**src/verilog/adr_pkg.sv**
```systemverilog
package adr_pkg;
	// Bus widths and bank counts
	localparam int ADR_ADDR_W = 10;
	localparam int ADR_DATA_W = 8;
	localparam int ADR_IDX_W = 4;
	localparam int ADR_NUM_REGS = 9;
	localparam int ADR_NUM_CHAN = 5;
	localparam int ADR_MEAS_W = 16;

	// Register offsets
	localparam logic [9:0] ADR_UT_REF_HIGH = 10'h245;
	localparam logic [9:0] ADR_UT_REF_LOW = 10'h246;
	localparam logic [9:0] ADR_THERMAL_WARNING_CUR_HIGH = 10'h247;
	localparam logic [9:0] ADR_THERMAL_WARNING_CUR_LOW = 10'h248;
	localparam logic [9:0] ADR_CORE_SUP_HIGH = 10'h249;
	localparam logic [9:0] ADR_CORE_SUP_LOW = 10'h24A;
	localparam logic [9:0] ADR_TBIAS_HIGH = 10'h24B;
	localparam logic [9:0] ADR_TBIAS_LOW = 10'h24C;
	localparam logic [9:0] ADR_COMM_SUP_HIGH = 10'h24D;
	localparam logic [9:0] ADR_BANK_FIRST = ADR_UT_REF_HIGH;
	localparam logic [9:0] ADR_BANK_LAST = ADR_COMM_SUP_HIGH;

	// Reset values and idle read value
	localparam logic [7:0] ADR_HIGH_RESET = 8'h80;
	localparam logic [7:0] ADR_LOW_RESET = 8'h00;
	localparam logic [7:0] ADR_RDATA_IDLE = 8'h00;

	// Measurement channels of the converter
	typedef enum logic [2:0] {
		ADR_CH_UT_REF = 3'h0,
		ADR_CH_THERMAL_WARNING_CUR = 3'h1,
		ADR_CH_CORE_SUP = 3'h2,
		ADR_CH_TBIAS = 3'h3,
		ADR_CH_COMM_SUP = 3'h4
	} adr_chan_t;

	// Address lies inside the bank
	function automatic logic adr_in_bank(logic [9:0] a);
		return (a >= ADR_BANK_FIRST) && (a <= ADR_BANK_LAST);
	endfunction : adr_in_bank

	// Bank slot of an address
	function automatic logic [3:0] adr_index(logic [9:0] a);
		logic [9:0] d;
		d = a - ADR_BANK_FIRST;
		return d[3:0];
	endfunction : adr_index

	// Even slots hold upper bytes
	function automatic logic adr_is_high(logic [3:0] i);
		return ~i[0];
	endfunction : adr_is_high

	// Reset value of a slot
	function automatic logic [7:0] adr_reset_value(logic [3:0] i);
		return adr_is_high(i) ? ADR_HIGH_RESET : ADR_LOW_RESET;
	endfunction : adr_reset_value

	// Slot of a channel's upper byte
	function automatic logic [3:0] adr_chan_high(adr_chan_t c);
		return {c, 1'b0};
	endfunction : adr_chan_high

	// Known channel code
	function automatic logic adr_chan_ok(adr_chan_t c);
		return c <= ADR_CH_COMM_SUP;
	endfunction : adr_chan_ok

	// Channel whose lower byte lives in this bank
	function automatic logic adr_chan_has_low(adr_chan_t c);
		return c != ADR_CH_COMM_SUP;
	endfunction : adr_chan_has_low
endpackage : adr_pkg

```
**src/verilog/adr_rd_if.sv**
```systemverilog
interface adr_rd_if;
	import adr_pkg::*;
	logic [3:0] idx;
	logic hit;
	logic rd_take;
	logic wr_take;
	logic [7:0] sel_data;

	// Bus port decodes, core answers with the selected byte
	modport port (output idx, output hit, output rd_take, output wr_take, input sel_data);
	modport core (input idx, input hit, input rd_take, input wr_take, output sel_data);
endinterface : adr_rd_if

```
**src/verilog/adr_bus_port.sv**
```systemverilog
module adr_bus_port (
	input wire logic core_clk_in,
	input wire logic rst_in,
	input wire logic [adr_pkg::ADR_ADDR_W-1:0] reg_addr_in,
	input wire logic reg_wr_in,
	input wire logic reg_rd_in,
	output logic [adr_pkg::ADR_DATA_W-1:0] reg_rdata_out,
	output logic unmapped_out,
	adr_rd_if.port bus
);
	import adr_pkg::*;

	// Address decode
	always_comb begin
		bus.hit = adr_in_bank(reg_addr_in);
		bus.idx = adr_index(reg_addr_in);
		bus.rd_take = reg_rd_in;
		bus.wr_take = reg_wr_in;
	end

	// Read data stands only in the cycle after the strobe
	always_ff @(posedge core_clk_in) begin
		if (rst_in) begin
			reg_rdata_out <= ADR_RDATA_IDLE;
		end else if (reg_rd_in && bus.hit) begin
			reg_rdata_out <= bus.sel_data;
		end else begin
			reg_rdata_out <= ADR_RDATA_IDLE;
		end
	end

	// Access outside the bank flags for one cycle
	always_ff @(posedge core_clk_in) begin
		if (rst_in) begin
			unmapped_out <= 1'b0;
		end else begin
			unmapped_out <= (reg_rd_in || reg_wr_in) && !bus.hit;
		end
	end
endmodule : adr_bus_port

```
**src/verilog/adr_readback_bank.sv**
```systemverilog
// Overview of operation
// - Under-temperature reference readback: upper byte 0x245, lower byte 0x246, read-only.
// - Thermal-warning current readback: upper byte 0x247, lower byte 0x248, read-only.
// - Core regulator readback: upper byte 0x249, lower byte 0x24A, read-only.
// - Thermistor bias readback: upper byte 0x24B, lower byte 0x24C, read-only.
// - Comm regulator upper byte readback at 0x24D, read-only.
// - Every lower byte resets to zero.
// - Every upper byte resets with bit 7 set, others clear.
// - Each register is one read-only byte; host writes change nothing.
module adr_readback_bank (
	input wire logic core_clk_in,
	input wire logic rst_in,
	input wire logic [adr_pkg::ADR_ADDR_W-1:0] reg_addr_in,
	input wire logic [adr_pkg::ADR_DATA_W-1:0] reg_wdata_in,
	input wire logic reg_wr_in,
	input wire logic reg_rd_in,
	output logic [adr_pkg::ADR_DATA_W-1:0] reg_rdata_out,
	input wire logic meas_valid_in,
	input wire adr_pkg::adr_chan_t meas_chan_in,
	input wire logic [adr_pkg::ADR_MEAS_W-1:0] meas_data_in,
	output logic [adr_pkg::ADR_NUM_CHAN-1:0] loaded_out,
	output logic wr_ignored_out,
	output logic unmapped_out
);
	import adr_pkg::*;

	// Package constants must agree with the storage layout
	if (ADR_NUM_REGS != 2 * ADR_NUM_CHAN - 1) begin : g_bad_count
		$error("slot count does not match channel count");
	end
	if (ADR_NUM_REGS > (1 << ADR_IDX_W)) begin : g_bad_idx
		$error("slot index too narrow for the bank");
	end
	if (ADR_MEAS_W != 2 * ADR_DATA_W) begin : g_bad_meas
		$error("result does not split into two bytes");
	end
	if (ADR_BANK_LAST - ADR_BANK_FIRST + 1 != ADR_NUM_REGS) begin : g_bad_span
		$error("address span does not match slot count");
	end

	logic [7:0] bank [ADR_NUM_REGS];
	logic [7:0] next_bank [ADR_NUM_REGS];
	logic [ADR_NUM_REGS*8-1:0] bank_flat;
	logic [31:0] low_flat;
	logic [39:0] high_flat;
	logic [7:0] meas_high;
	logic [ADR_NUM_CHAN-1:0] next_loaded;
	logic [7:0] wdata_seen;

	adr_rd_if rd_bus ();

	// Register port: decode and read data flop
	adr_bus_port u_port (
		.core_clk_in(core_clk_in),
		.rst_in(rst_in),
		.reg_addr_in(reg_addr_in),
		.reg_wr_in(reg_wr_in),
		.reg_rd_in(reg_rd_in),
		.reg_rdata_out(reg_rdata_out),
		.unmapped_out(unmapped_out),
		.bus(rd_bus.port)
	);

	// Write data never reaches storage
	assign wdata_seen = reg_wdata_in;
	assign meas_high = meas_data_in[15:8];

	// Converter result lands in its byte pair, comm in its upper byte only; host writes are not a source
	always_comb begin
		logic [3:0] h;
		h = adr_chan_high(meas_chan_in);
		for (int i = 0; i < ADR_NUM_REGS; i++) begin
			next_bank[i] = bank[i];
		end
		if (meas_valid_in && adr_chan_ok(meas_chan_in)) begin
			next_bank[h] = meas_data_in[15:8];
			if (adr_chan_has_low(meas_chan_in)) begin
				next_bank[{h[3:1], 1'b1}] = meas_data_in[7:0];
			end
		end
	end

	// Byte storage with per-slot reset values
	always_ff @(posedge core_clk_in) begin
		for (int i = 0; i < ADR_NUM_REGS; i++) begin
			if (rst_in) begin
				bank[i] <= adr_reset_value(4'(i));
			end else begin
				bank[i] <= next_bank[i];
			end
		end
	end

	// Selected byte for a read; reading leaves storage alone
	always_comb begin
		if (rd_bus.hit) begin
			rd_bus.sel_data = bank[rd_bus.idx];
		end else begin
			rd_bus.sel_data = ADR_RDATA_IDLE;
		end
	end

	// Channel has delivered at least one result since reset
	always_comb begin
		next_loaded = loaded_out;
		if (meas_valid_in && adr_chan_ok(meas_chan_in)) begin
			next_loaded[meas_chan_in] = 1'b1;
		end
	end

	always_ff @(posedge core_clk_in) begin
		if (rst_in) begin
			loaded_out <= '0;
		end else begin
			loaded_out <= next_loaded;
		end
	end

	// Write that hit a read-only byte, one-cycle flag
	always_ff @(posedge core_clk_in) begin
		if (rst_in) begin
			wr_ignored_out <= 1'b0;
		end else begin
			wr_ignored_out <= rd_bus.wr_take && rd_bus.hit;
		end
	end

	// Flat views for checking
	always_comb begin
		bank_flat = '0;
		low_flat = '0;
		high_flat = '0;
		for (int i = 0; i < ADR_NUM_REGS; i++) begin
			bank_flat[i*8 +: 8] = bank[i];
			if (i % 2 == 0) begin
				high_flat[(i/2)*8 +: 8] = bank[i];
			end else begin
				low_flat[(i/2)*8 +: 8] = bank[i];
			end
		end
	end
endmodule : adr_readback_bank

```
**config.mk**
```make
export PLATFORM = sky130hd
export DESIGN_NAME = adr_readback_bank
export DESIGN_NICKNAME = d
export VERILOG_FILES = /design/src/verilog/adr_pkg.sv /design/src/verilog/adr_rd_if.sv /design/src/verilog/adr_bus_port.sv /design/src/verilog/adr_readback_bank.sv
export SDC_FILE = /design/constraint.sdc
export NUM_CORES = 1
export LEC_CHECK = 0
export BUFFER_PORTS_ARGS = -buffer_cell sky130_fd_sc_hd__buf_4
export CAP_MARGIN = 20
export CORE_UTILIZATION = 44
export CTS_BUF_LIST = sky130_fd_sc_hd__clkbuf_4
export CTS_CLUSTER_SIZE = 25
export DETAILED_ROUTE_END_ITERATION = 8
export PLACE_DENSITY = 0.73
export RECOVER_POWER = 25
export SKIP_LAST_GASP = 1
export SLEW_MARGIN = 20
export SYNTH_ARGS = -nofsm -noshare
export SYNTH_HDL_FRONTEND = slang
export SYNTH_SLANG_ARGS = --single-unit
```
**constraint.sdc**
```tcl
create_clock -name core_clk_in -period 4.63 [get_ports core_clk_in]
set_clock_uncertainty 0.15 [all_clocks]
set_input_delay 0.926 -clock core_clk_in [delete_from_list [all_inputs] [get_ports core_clk_in]]
set_output_delay 0.926 -clock core_clk_in [all_outputs]
set_load 0.05 [all_outputs]
```
Word level (Yosys, flattened, before mapping)
Memories as Yosys holds them, arrays and structs flattened. A register that Yosys moved wholly into a read port is not among the register bits. Cells that the tools add are included.

Flip-flop bits (word level): 7. Memory bits (writable): 72. Input port bits: 42. Output and inout bits: 15. Logic and storage cells: 62. Memories: 1.

$add $sub $neg: 1. $lt $le $gt $ge: 9. Equal/unequal tests: 1. Muxes and demuxes: 22. Bitwise logic cells: 14. Reductions and logical operators: 11.

Memories: bank (depth 9, bits a word 8, rd ports 10, clocked after memory_dff 1, write ports 9, line adr_readback_bank.sv:41) `logic [7:0] bank [ADR_NUM_REGS];`.

Operator list (count): 72-bit bitwise mux (2); 72-bit two-way mux (2); 8-bit two-way mux (11); 8-bit demux with 4-bit select (2); 10-bit greater-or-equal comparator (second input constant) (1); 5-bit greater-or-equal comparator (second input constant) (2); 10-bit less-or-equal comparator (second input constant) (1); 5-bit by 1-bit < comparator with 1-bit output (second input constant) (2); 4-bit inverter with 5-bit output (2); 1-bit bitwise OR (9); 1-bit logical AND (8); 5-bit bitwise OR (1); 3-bit by 4-bit < comparator with 1-bit output (second input constant) (1); 1-bit two-way mux (4); 4-bit by 3-bit subtractor with 4-bit output (second input constant) (1); 1-bit demux with 3-bit select (1); 3-bit by 1-bit greater-or-equal comparator with 1-bit output (second input constant) (1); 3-bit less-or-equal comparator (second input constant) (1); 3-bit != test (second input constant) (1); 3-bit OR reduction (1); 1-bit inverter (2); 1-bit zero test (1); 1-bit logical OR (1).

Depth between registers and ports, before layout
Gate-level depths: netlist of the first run.

Depth in word-level cells: 10. Gate-level depth with buffers: 7. Mapped depth without buffers: 6.

Cells and area by module
A second synthesis of the first run with hierarchy kept.

Cell total of the unflattened synthesis: 465. Area, all modules: 3849.9 um2.

By module, submodules not included: adr_readback_bank (instances 1, cells each 418, area an instance 3420.8 um2, seq. area each 1561.5 um2); adr_bus_port (instances 1, cells each 47, area an instance 429.2 um2, seq. area each 180.2 um2).

Worst setup path after synthesis of the first run
No wires, ideal clock.

Kind: input to register. Start point: input reg_addr_in[0] in the netlist's numbering. End point: register u_port.reg_rdata_out[0] in the netlist's numbering, read port of bank. Library setup time: 0.117 ns. Arrival: 2.214 ns. Required time: 4.363 ns. Setup slack: 2.149 ns. Stages on the path: 7. Buffers on the path: 1. Cells stage by stage: inv_1 -> ha_1 -> xnor2_2 -> buf_4 -> mux2i_1 -> a22oi_1 -> a32o_1.

Word-level cells in the longest chain between the ends: 5. Elaborated cells on any way between the ends: 8. Those cells by class: add/sub (1); order compare (2); bitwise (2); reduce/logical (3).

RTL lines: from (decl) (line adr_readback_bank.sv:13) `input wire logic [adr_pkg::ADR_ADDR_W-1:0] reg_addr_in,`; 10-bit greater-or-equal comparator / 10-bit less-or-equal comparator (equally long branches) (line adr_pkg.sv:39) `return (a >= ADR_BANK_FIRST) && (a <= ADR_BANK_LAST);`; 1-bit logical AND (line adr_pkg.sv:39); 1-bit logical AND (line adr_bus_port.sv:25) `end else if (reg_rd_in && bus.hit) begin`; 1-bit inverter (no line); 3-bit OR reduction (no line); to (decl) (line adr_bus_port.sv:7) `output logic [adr_pkg::ADR_DATA_W-1:0] reg_rdata_out,`.

Parallel ways exist; a longest one is shown, timed or not. A chain may end at the register's enable or synchronous reset.

==> reports/metrics.yaml, run 1 <==
outcome:
  status: "complete, but fails checks"
  violations: "capacitance limit, slew limit"
power:
  peakVddDrop_mv: 0.2185
  powerDensity_nw_per_um2: 314.2
  leakage_nw: 1.548
floorplanning:
  die-width_um: 92.39
  top_level_ports: 57
  initial_utilization_pct: 46.04
  dieArea_um2: 8535
  die_y_um: 92.39
  core-area_um2: 7807
  rows: 32
placement:
  placed_cell_area_um2: 4038
  finalWeightedCongestion: 0.7702
  io_buffers: 48
  placed_cells: 556
  hpwl_mm: 5.836
sta:
  setup_viol: 0
  hold_viol: 0
  rsz0062_at_grt: "false"
  slew_violations: 11
  setup_tns_ns: 0
  period_minus_slack_ns: 3.217
  max_freq_mhz: 310.9
  relSlewSlack_pct: -49.43
  worstMarginPinSlew_ns: 2.237
  period_share_pct: 69.48
  timing.hold.ws_ns: 0.3112
logic_synthesis:
  syn_area_um2: 3595
  ys_seq_area_share_pct: 48.45
  ys.warnings.count: 0
  syn_area_per_cell_um2: 8.478
  syn_nets: 468
  synthDistinctLibCells: 29
  syn_inst: 424
  synth-seq-cells: 87
cts:
  clockBufferDepth: 2
  cts_tree: "done"
  cts-root-buf: "clkbuf_4"
  cts_resized: 0
  htree_levels: 3
  post_cts_buffers: 0
  cts_buffers: 9
  clock_sinks: 87
  clkSlewWorstSetupHoldPaths_ns: 0.13
  clock_latency_ns: 0.42
  cts-hold-fix-buffers: 0
setup_path:
  cpPeakStageDelay_ns: 1.72
  path_max_fanout: 10
  start_kind: "input port"
  crit_family: "simple AND/OR/NAND/NOR gates"
  slowest_stage: "nor3b_1"
  cp_cell_sequence: "clkbuf_1 -> nand2b_1 -> nor3b_1 -> nor2b_1 -> a211o_1"
  path_class: "in2reg"
  cp_num_buf_inv: 1
  crit_arrival_ns: 3.39
  crit_path_end_kind: "flip-flop"
  critPathRequiredTime_ns: 4.80
drt:
  initialDrtViolationCount: 170
  wl_met1_mm: 3.986
  drc_errors: 0
  drt-vias-per-instance: 5.365
  dr.pass1.iters: 4
  wl_per_cell_um: 15.76
  met3_length_um: 824
  top_layer: "met4"
  drt_wl_total_mm: 9.017
  postRouteAntennaNets: 0
  num_vias: 3069
  route.met2.wl_mm: 4.112
global_route:
  grt-ovfl-total: 0
  antenna_found_initial: 0
  grt_max_degree: 81
  grt_pass1_wl_mm: 14.43
  grtUsageTotal_pct: 22.02
  grt_pass1_vias: 2859
hold_path:
  hp-class: "reg2reg"
final_layout:
  area_growth_pct: 14.69
  final_cell_mix: "131 x nand2_1, 87 x dfxtp_1, 61 x a21oi_1, 50 x buf_4, 39 x mux2i_1"
  utilization_pct: 52.80
  final_common_cell: "nand2_1"
  fin_cells: 572
  drive_gt1_share_pct: 14.47
  num_antenna_cells: 0
  design_area_um2: 4123
  fin_nets: 509
job:
  maxCapViolCount: 1
[routing by layer]
layer	vias to the layer above	GRT usage, %
li1	1524	-
met1	1413	31.66
met2	123	34.20
met3	9	2.791
met4	0	6.771
met5	-	0
[logic make-up after synthesis]
family          after synthesis  synth area share [%]
compound gates               89                 14.90
flops                        87                 48.45
fa+ha+maj                     2                0.6960
buf+inv                      25                 2.959
mux                          39                 10.86
xor+xnor                      2                0.6963
simple gates                180                 21.44
[sequential cells by signal, indices dropped and copies added, names as in the netlist]
name	count
loaded_out	5
bank	72
u_port.reg_rdata_out	8
u_port.unmapped_out	1
wr_ignored_out	1
[area by class of cell]
class / instances / area [um^2]
flip-flops and latches: 87 / 1742
multi-input cells: 312 / 1748
well taps: 102 / 127.6
fillers: 764 / 3685
clock buffers: 10 / 75.07
inverters: 2 / 7.507
clock inverters: 6 / 36.28
repair buffers: 53 / 386.6
[worst reg2reg max path: stages (launching register included)]
cell	delay, ns
dfxtp_1	0.33
mux2i_1	0.18
a22oi_1	0.13
a32o_1	0.32
[synthesized netlist by cell type (all sizes together)]
cell     count  share of area [%]
inv          2               0.21
o211ai       1               0.21
dfxtp       87                 48
clkbuf      19                2.0
xnor2        1               0.45
xor2         1               0.24
a32o         8                2.2
nor2        24                2.5
o2111ai      1               0.24
nor4b        2               0.66
nand2b       3               0.52
nor2b        6                1.0
nand2      131                 14
a22oi       16                3.3
a211o        1               0.24
a21oi       61                8.5
and2         1               0.17
nor3         4               0.97
nand3        2               0.28
buf          4               0.77
o21ai        1               0.14
nand3b       5                1.0
ha           2               0.70
nor3b        2               0.56
mux2i       39                 11
[final timing paths]
| kind | start | end | slack (ns) | cells past startpoint |
|---|---|---|---|---|
| worst min-delay path | bank[7][5]$_SDFFE_PP0P_ | bank[7][5]$_SDFFE_PP0P_ | 0.31 | 2 |
| worst max register to register | bank[5][3]$_SDFFE_PP0P_ | u_port.reg_rdata_out[3]$_SDFF_PP0_ | 3.42 | 3 |
| worst min register to register | bank[7][5]$_SDFFE_PP0P_ | bank[7][5]$_SDFFE_PP0P_ | 0.31 | 2 |
| worst max-delay path | meas_chan_in[1] | bank[8][7]$_SDFFE_PP1P_ | 1.41 | 5 |
[per-stage QoR]
stage | setup WS (ns) | power, mW
5_1_grt | 1.327 | 1.353
3_5_place_dp | 1.546 | 0.9493
6_report | 1.413 | 1.296
3_3_place_gp | 1.574 | 0.9450
2_1_floorplan | 2.149 | 0.8866
4_1_cts | 1.996 | 1.307
[where the power goes]
| part | total, mW | switching (mW) | internal (mW) |
|---|---|---|---|
| Sequential | 0.772 | 0.00734 | 0.764 |
| Combinational | 0.160 | 0.0962 | 0.0636 |
| Clock | 0.364 | 0.250 | 0.114 |
Power figures use the tool's default switching activity.
==> inputs of run 2 (changes only) <==
--- a/config.mk
+++ b/config.mk
@@ -5,13 +5,14 @@
 export SDC_FILE = /design/constraint.sdc
 export NUM_CORES = 1
 export LEC_CHECK = 0
+export ABC_AREA = 1
 export BUFFER_PORTS_ARGS = -buffer_cell sky130_fd_sc_hd__buf_4
 export CAP_MARGIN = 20
 export CORE_UTILIZATION = 44
 export CTS_BUF_LIST = sky130_fd_sc_hd__clkbuf_4
 export CTS_CLUSTER_SIZE = 25
 export DETAILED_ROUTE_END_ITERATION = 8
-export PLACE_DENSITY = 0.73
+export PLACE_DENSITY = 0.72
 export RECOVER_POWER = 25
 export SKIP_LAST_GASP = 1
 export SLEW_MARGIN = 20
==> constraint.sdc (replaced) <==
create_clock -name core_clk_in -period 3.2 [get_ports core_clk_in]
set_clock_uncertainty 0.15 [all_clocks]
set_input_delay 0.64 -clock core_clk_in [delete_from_list [all_inputs] [get_ports core_clk_in]]
set_output_delay 0.64 -clock core_clk_in [all_outputs]
set_load 0.05 [all_outputs]
==> run 2 against run 1 <==
The flow now finishes without violations. First-iteration DRC count rose by 65%. Cell area rose by 5.3%. Die area rose by 6.9%. Flip-flop and latch count did not move. Non-clock buffer count rose by 1. Core utilization fell by 0.76 points. Synthesized area rose by 7.1%. Combinational power rose by 96%. Register-to-register slack got worse by 1.4 ns. Total power rose by 64%. Critical path type unchanged. Largest power group unchanged.
==> reports/metrics.yaml, run 2 <==
outcome:
  status: "completed"
global_route:
  grt-ovfl-total: 0  # unchanged
  antenna_found_initial: 0  # unchanged
  grtUsageTotal_pct: 23.39  # +1.4 points
  grt_max_degree: 35  # -57%
  grt_pass1_vias: 3246  # +14%
  grt_pass1_wl_mm: 16.04  # +11%
power:
  switchingPower_uw: 583.8  # +65%
  powerDensity_nw_per_um2: 489.8  # +56%
  leakage_nw: 1.871  # +21%
  p_sw_share_pct: 27.46  # +0.18 points
  p_comb_share_pct: 14.8  # +2.5 points
  seqPwrFrac_pct: 53.3  # -6.3 points
  internal-power_mw: 1.542  # +64%
  peakVddDrop_mv: 0.2720  # +25%
  clkPwrFrac_pct: 31.9  # +3.8 points
final_layout:
  num_antenna_cells: 0  # unchanged
  design_area_um2: 4340  # +5.3%
  final_cell_mix: "160 x nor2_1, 98 x nand2_1, 87 x dfxtp_1, 53 x nand3_1, 53 x buf_4"
  largest_reg_flops: 72  # unchanged
  area_growth_pct: 12.78
  final.fill_count: 865  # +13%
  fin_nets: 634  # +25%
  top_register: "bank"
  final_common_cell: "nor2_1"
  drive_gt1_share_pct: 14.12  # -0.35 points
  largestRegisters: "bank x72, u_port.reg_rdata_out x8, loaded_out x5"
floorplanning:
  dieArea_um2: 9125  # +6.9%
  initial_utilization_pct: 46.14  # +0.10 points
  rows: 33  # +3.1%
  core-area_um2: 8341  # +6.8%
  top_level_ports: 57  # unchanged
  die_y_um: 95.53  # +3.4%
  die-width_um: 95.53  # +3.4%
placement:
  finalWeightedCongestion: 0.8531  # +11%
  placed_cell_area_um2: 4209  # +4.2%
  hpwl_mm: 6.751  # +16%
  io_buffers: 48  # unchanged
  place_ws_ns: 0.7412  # -0.8047 ns
setup_path:
  critPathRequiredTime_ns: 3.39  # -1.41 ns
  crit_arrival_ns: 2.30  # -1.09 ns
  cp_cell_sequence: "buf_4 -> inv_4 -> ha_1 -> xnor2_2 -> nand3_1 -> nand2_1 -> nor2_1 -> nor2_1"
  slowest_stage: "xnor2_2"
  path_class: "in2reg"
  path_max_fanout: 34  # +24
  cpMostUsedCell: "nor2_1"
  cpPeakStageDelay_ns: 0.47  # -1.25 ns
  crit_path_end_kind: "flip-flop"
  start_kind: "input port"
logic_synthesis:
  syn_area_um2: 3849  # +7.1%
  synthFlopType: "dfxtp_1"
  synth_most_common_cell: "nor2_1"
  ys_seq_area_share_pct: 45.25  # -3.2 points
  synth-edff-count: 0  # unchanged
  synth-seq-cells: 87  # unchanged
  netlist_top_cells_area: "dfxtp_1 45%, nor2_1 16%, nand2_1 9.3%"
  syn_inst: 553  # +30%
  syn_area_per_cell_um2: 6.960  # -18%
  synth_top_area_share_pct: 45.25  # -3.2 points
  syn_nets: 597  # +28%
  yosys-top-cells-count: "159 x nor2_1, 95 x nand2_1, 87 x dfxtp_1"
  ys.warnings.count: 0  # unchanged
  yosys.area.top_type: "dfxtp_1"
  synthDistinctLibCells: 25  # -14%
  synthArstFlopShare_pct: 0  # unchanged
sta:
  setup_tns_ns: 0  # unchanged
  rsz0062_at_grt: "false"
  period_share_pct: 65.80
  relSlewSlack_pct: 58.05  # +110 points
  worstMarginPinSlew_ns: 0.6274  # -1.609 ns
  max_freq_mhz: 474.9
  slew_violations: 0  # -11
  hold_viol: 0  # unchanged
  setup_viol: 0  # unchanged
  period_minus_slack_ns: 2.106
  finalWorstSetupSlack_ns: 1.094  # -0.3188 ns
cts:
  cts_tree: "done"
  clockBufferDepth: 2  # unchanged
  post_cts_buffers: 0  # unchanged
  cts_resized: 0  # unchanged
  clock_latency_ns: 0.42  # about the same
  clock_sinks: 87  # unchanged
  cts_buffers: 9  # unchanged
  clkSlewWorstSetupHoldPaths_ns: 0.13  # about the same
  cts-root-buf: "clkbuf_4"
  cts-hold-fix-buffers: 0  # unchanged
  htree_levels: 3  # unchanged
drt:
  wl_per_cell_um: 14.24  # -9.6%
  wl_met1_mm: 4.403  # +10%
  met3_length_um: 630  # -24%
  route.met2.wl_mm: 4.701  # +14%
  num_vias: 3627  # +18%
  drt_wl_total_mm: 9.970  # +11%
  top_layer: "met4"
  initialDrtViolationCount: 281  # +65%
  dr.pass1.iters: 5  # +1
  postRouteAntennaNets: 0  # unchanged
  drt-vias-per-instance: 5.181  # -3.4%
  drc_errors: 0  # unchanged
job:
  maxCapViolCount: 0  # -1
hold_path:
  hp-class: "in2reg"
-- run 2: changes by cell type after synthesis, sizes merged, moves of 21 or more --
cell	previous run	this run
inv	2	27
o21ai	1	68
mux2i	39	0
nand3	2	54
a21oi	61	16
nor2	24	164
buf	4	25
nand2	131	102
-- run 2: layer usage --
| metal | global-route usage (%) | vias to the layer above |
|---|---|---|
| li1 | - | 1829 |
| met1 | 32.15 | 1672 |
| met2 | 36.61 | 107 |
| met3 | 3.190 | 19 |
| met4 | 10.07 | 0 |
| met5 | 0 | - |
-- run 2: worst max-delay path: cells and delay by family --
family	cells	cell delay [ns]
adders and majority gates	1	0.29
buffers and inverters	2	0.39
xor gates and xnor gates	1	0.47
and+or+nand+nor	4	0.49
-- run 2: path summary, 6_finish.rpt --
kind	depth (start not counted)	end	slack, ns	startpoint
worst min-delay path	2	loaded_out[0]$_SDFFE_PP0P_	0.29	rst_in
worst min register to register	2	bank[8][3]$_SDFFE_PP0P_	0.31	bank[8][3]$_SDFFE_PP0P_
worst max-delay path	8	u_port.reg_rdata_out[2]$_SDFF_PP0_	1.09	reg_addr_in[0]
worst max register to register	6	u_port.reg_rdata_out[4]$_SDFF_PP0_	2.04	bank[2][4]$_SDFFE_PP0P_
-- run 2: area by class of cell --
type / count / area [um^2] / area share, %
Inverter: 27 / 103.9 / 2.393
Timing Repair Buffer: 54 / 401.6 / 9.253
Sequential cell: 87 / 1742 / 40.13
Clock inverter: 7 / 87.58 / 2.018
Tap cell: 105 / 131.4 / 3.027
Multi-Input combinational cell: 411 / 1807 / 41.63
Clock buffer: 9 / 67.56 / 1.557
-- run 2: per-stage QoR --
step	cells	hold slack (ns)	utilization (%)	total power [mW]
final	700	0.2855	52.04	2.126
after floorplan	553	0.2802	-	1.368
after CTS	700	0.2690	52.33	2.139
after detailed placement	684	0.2946	50.47	1.472
after global placement	684	0.2904	50.47	1.464
after global routing	700	0.2643	52.04	2.223
-- run 2: cell families after synthesis --
| group | Yosys count | share of synthesized area (%) |
|---|---|---|
| xor+xnor | 2 | 0.8455 |
| buf+inv | 55 | 7.282 |
| flops | 87 | 45.25 |
| fa+ha+maj | 2 | 0.6501 |
| simple gates | 321 | 34.66 |
| compound gates | 86 | 11.31 |
-- run 2: power by group through the flow --
stage               sequential (mW)  clock (mW)  combinational [mW]
CTS                            1.13       0.689               0.316
global placement               1.16           0               0.308
detailed placement             1.16           0               0.314
global route                   1.14       0.734               0.351
finish                         1.13       0.678               0.314
floorplan                      1.17           0               0.203
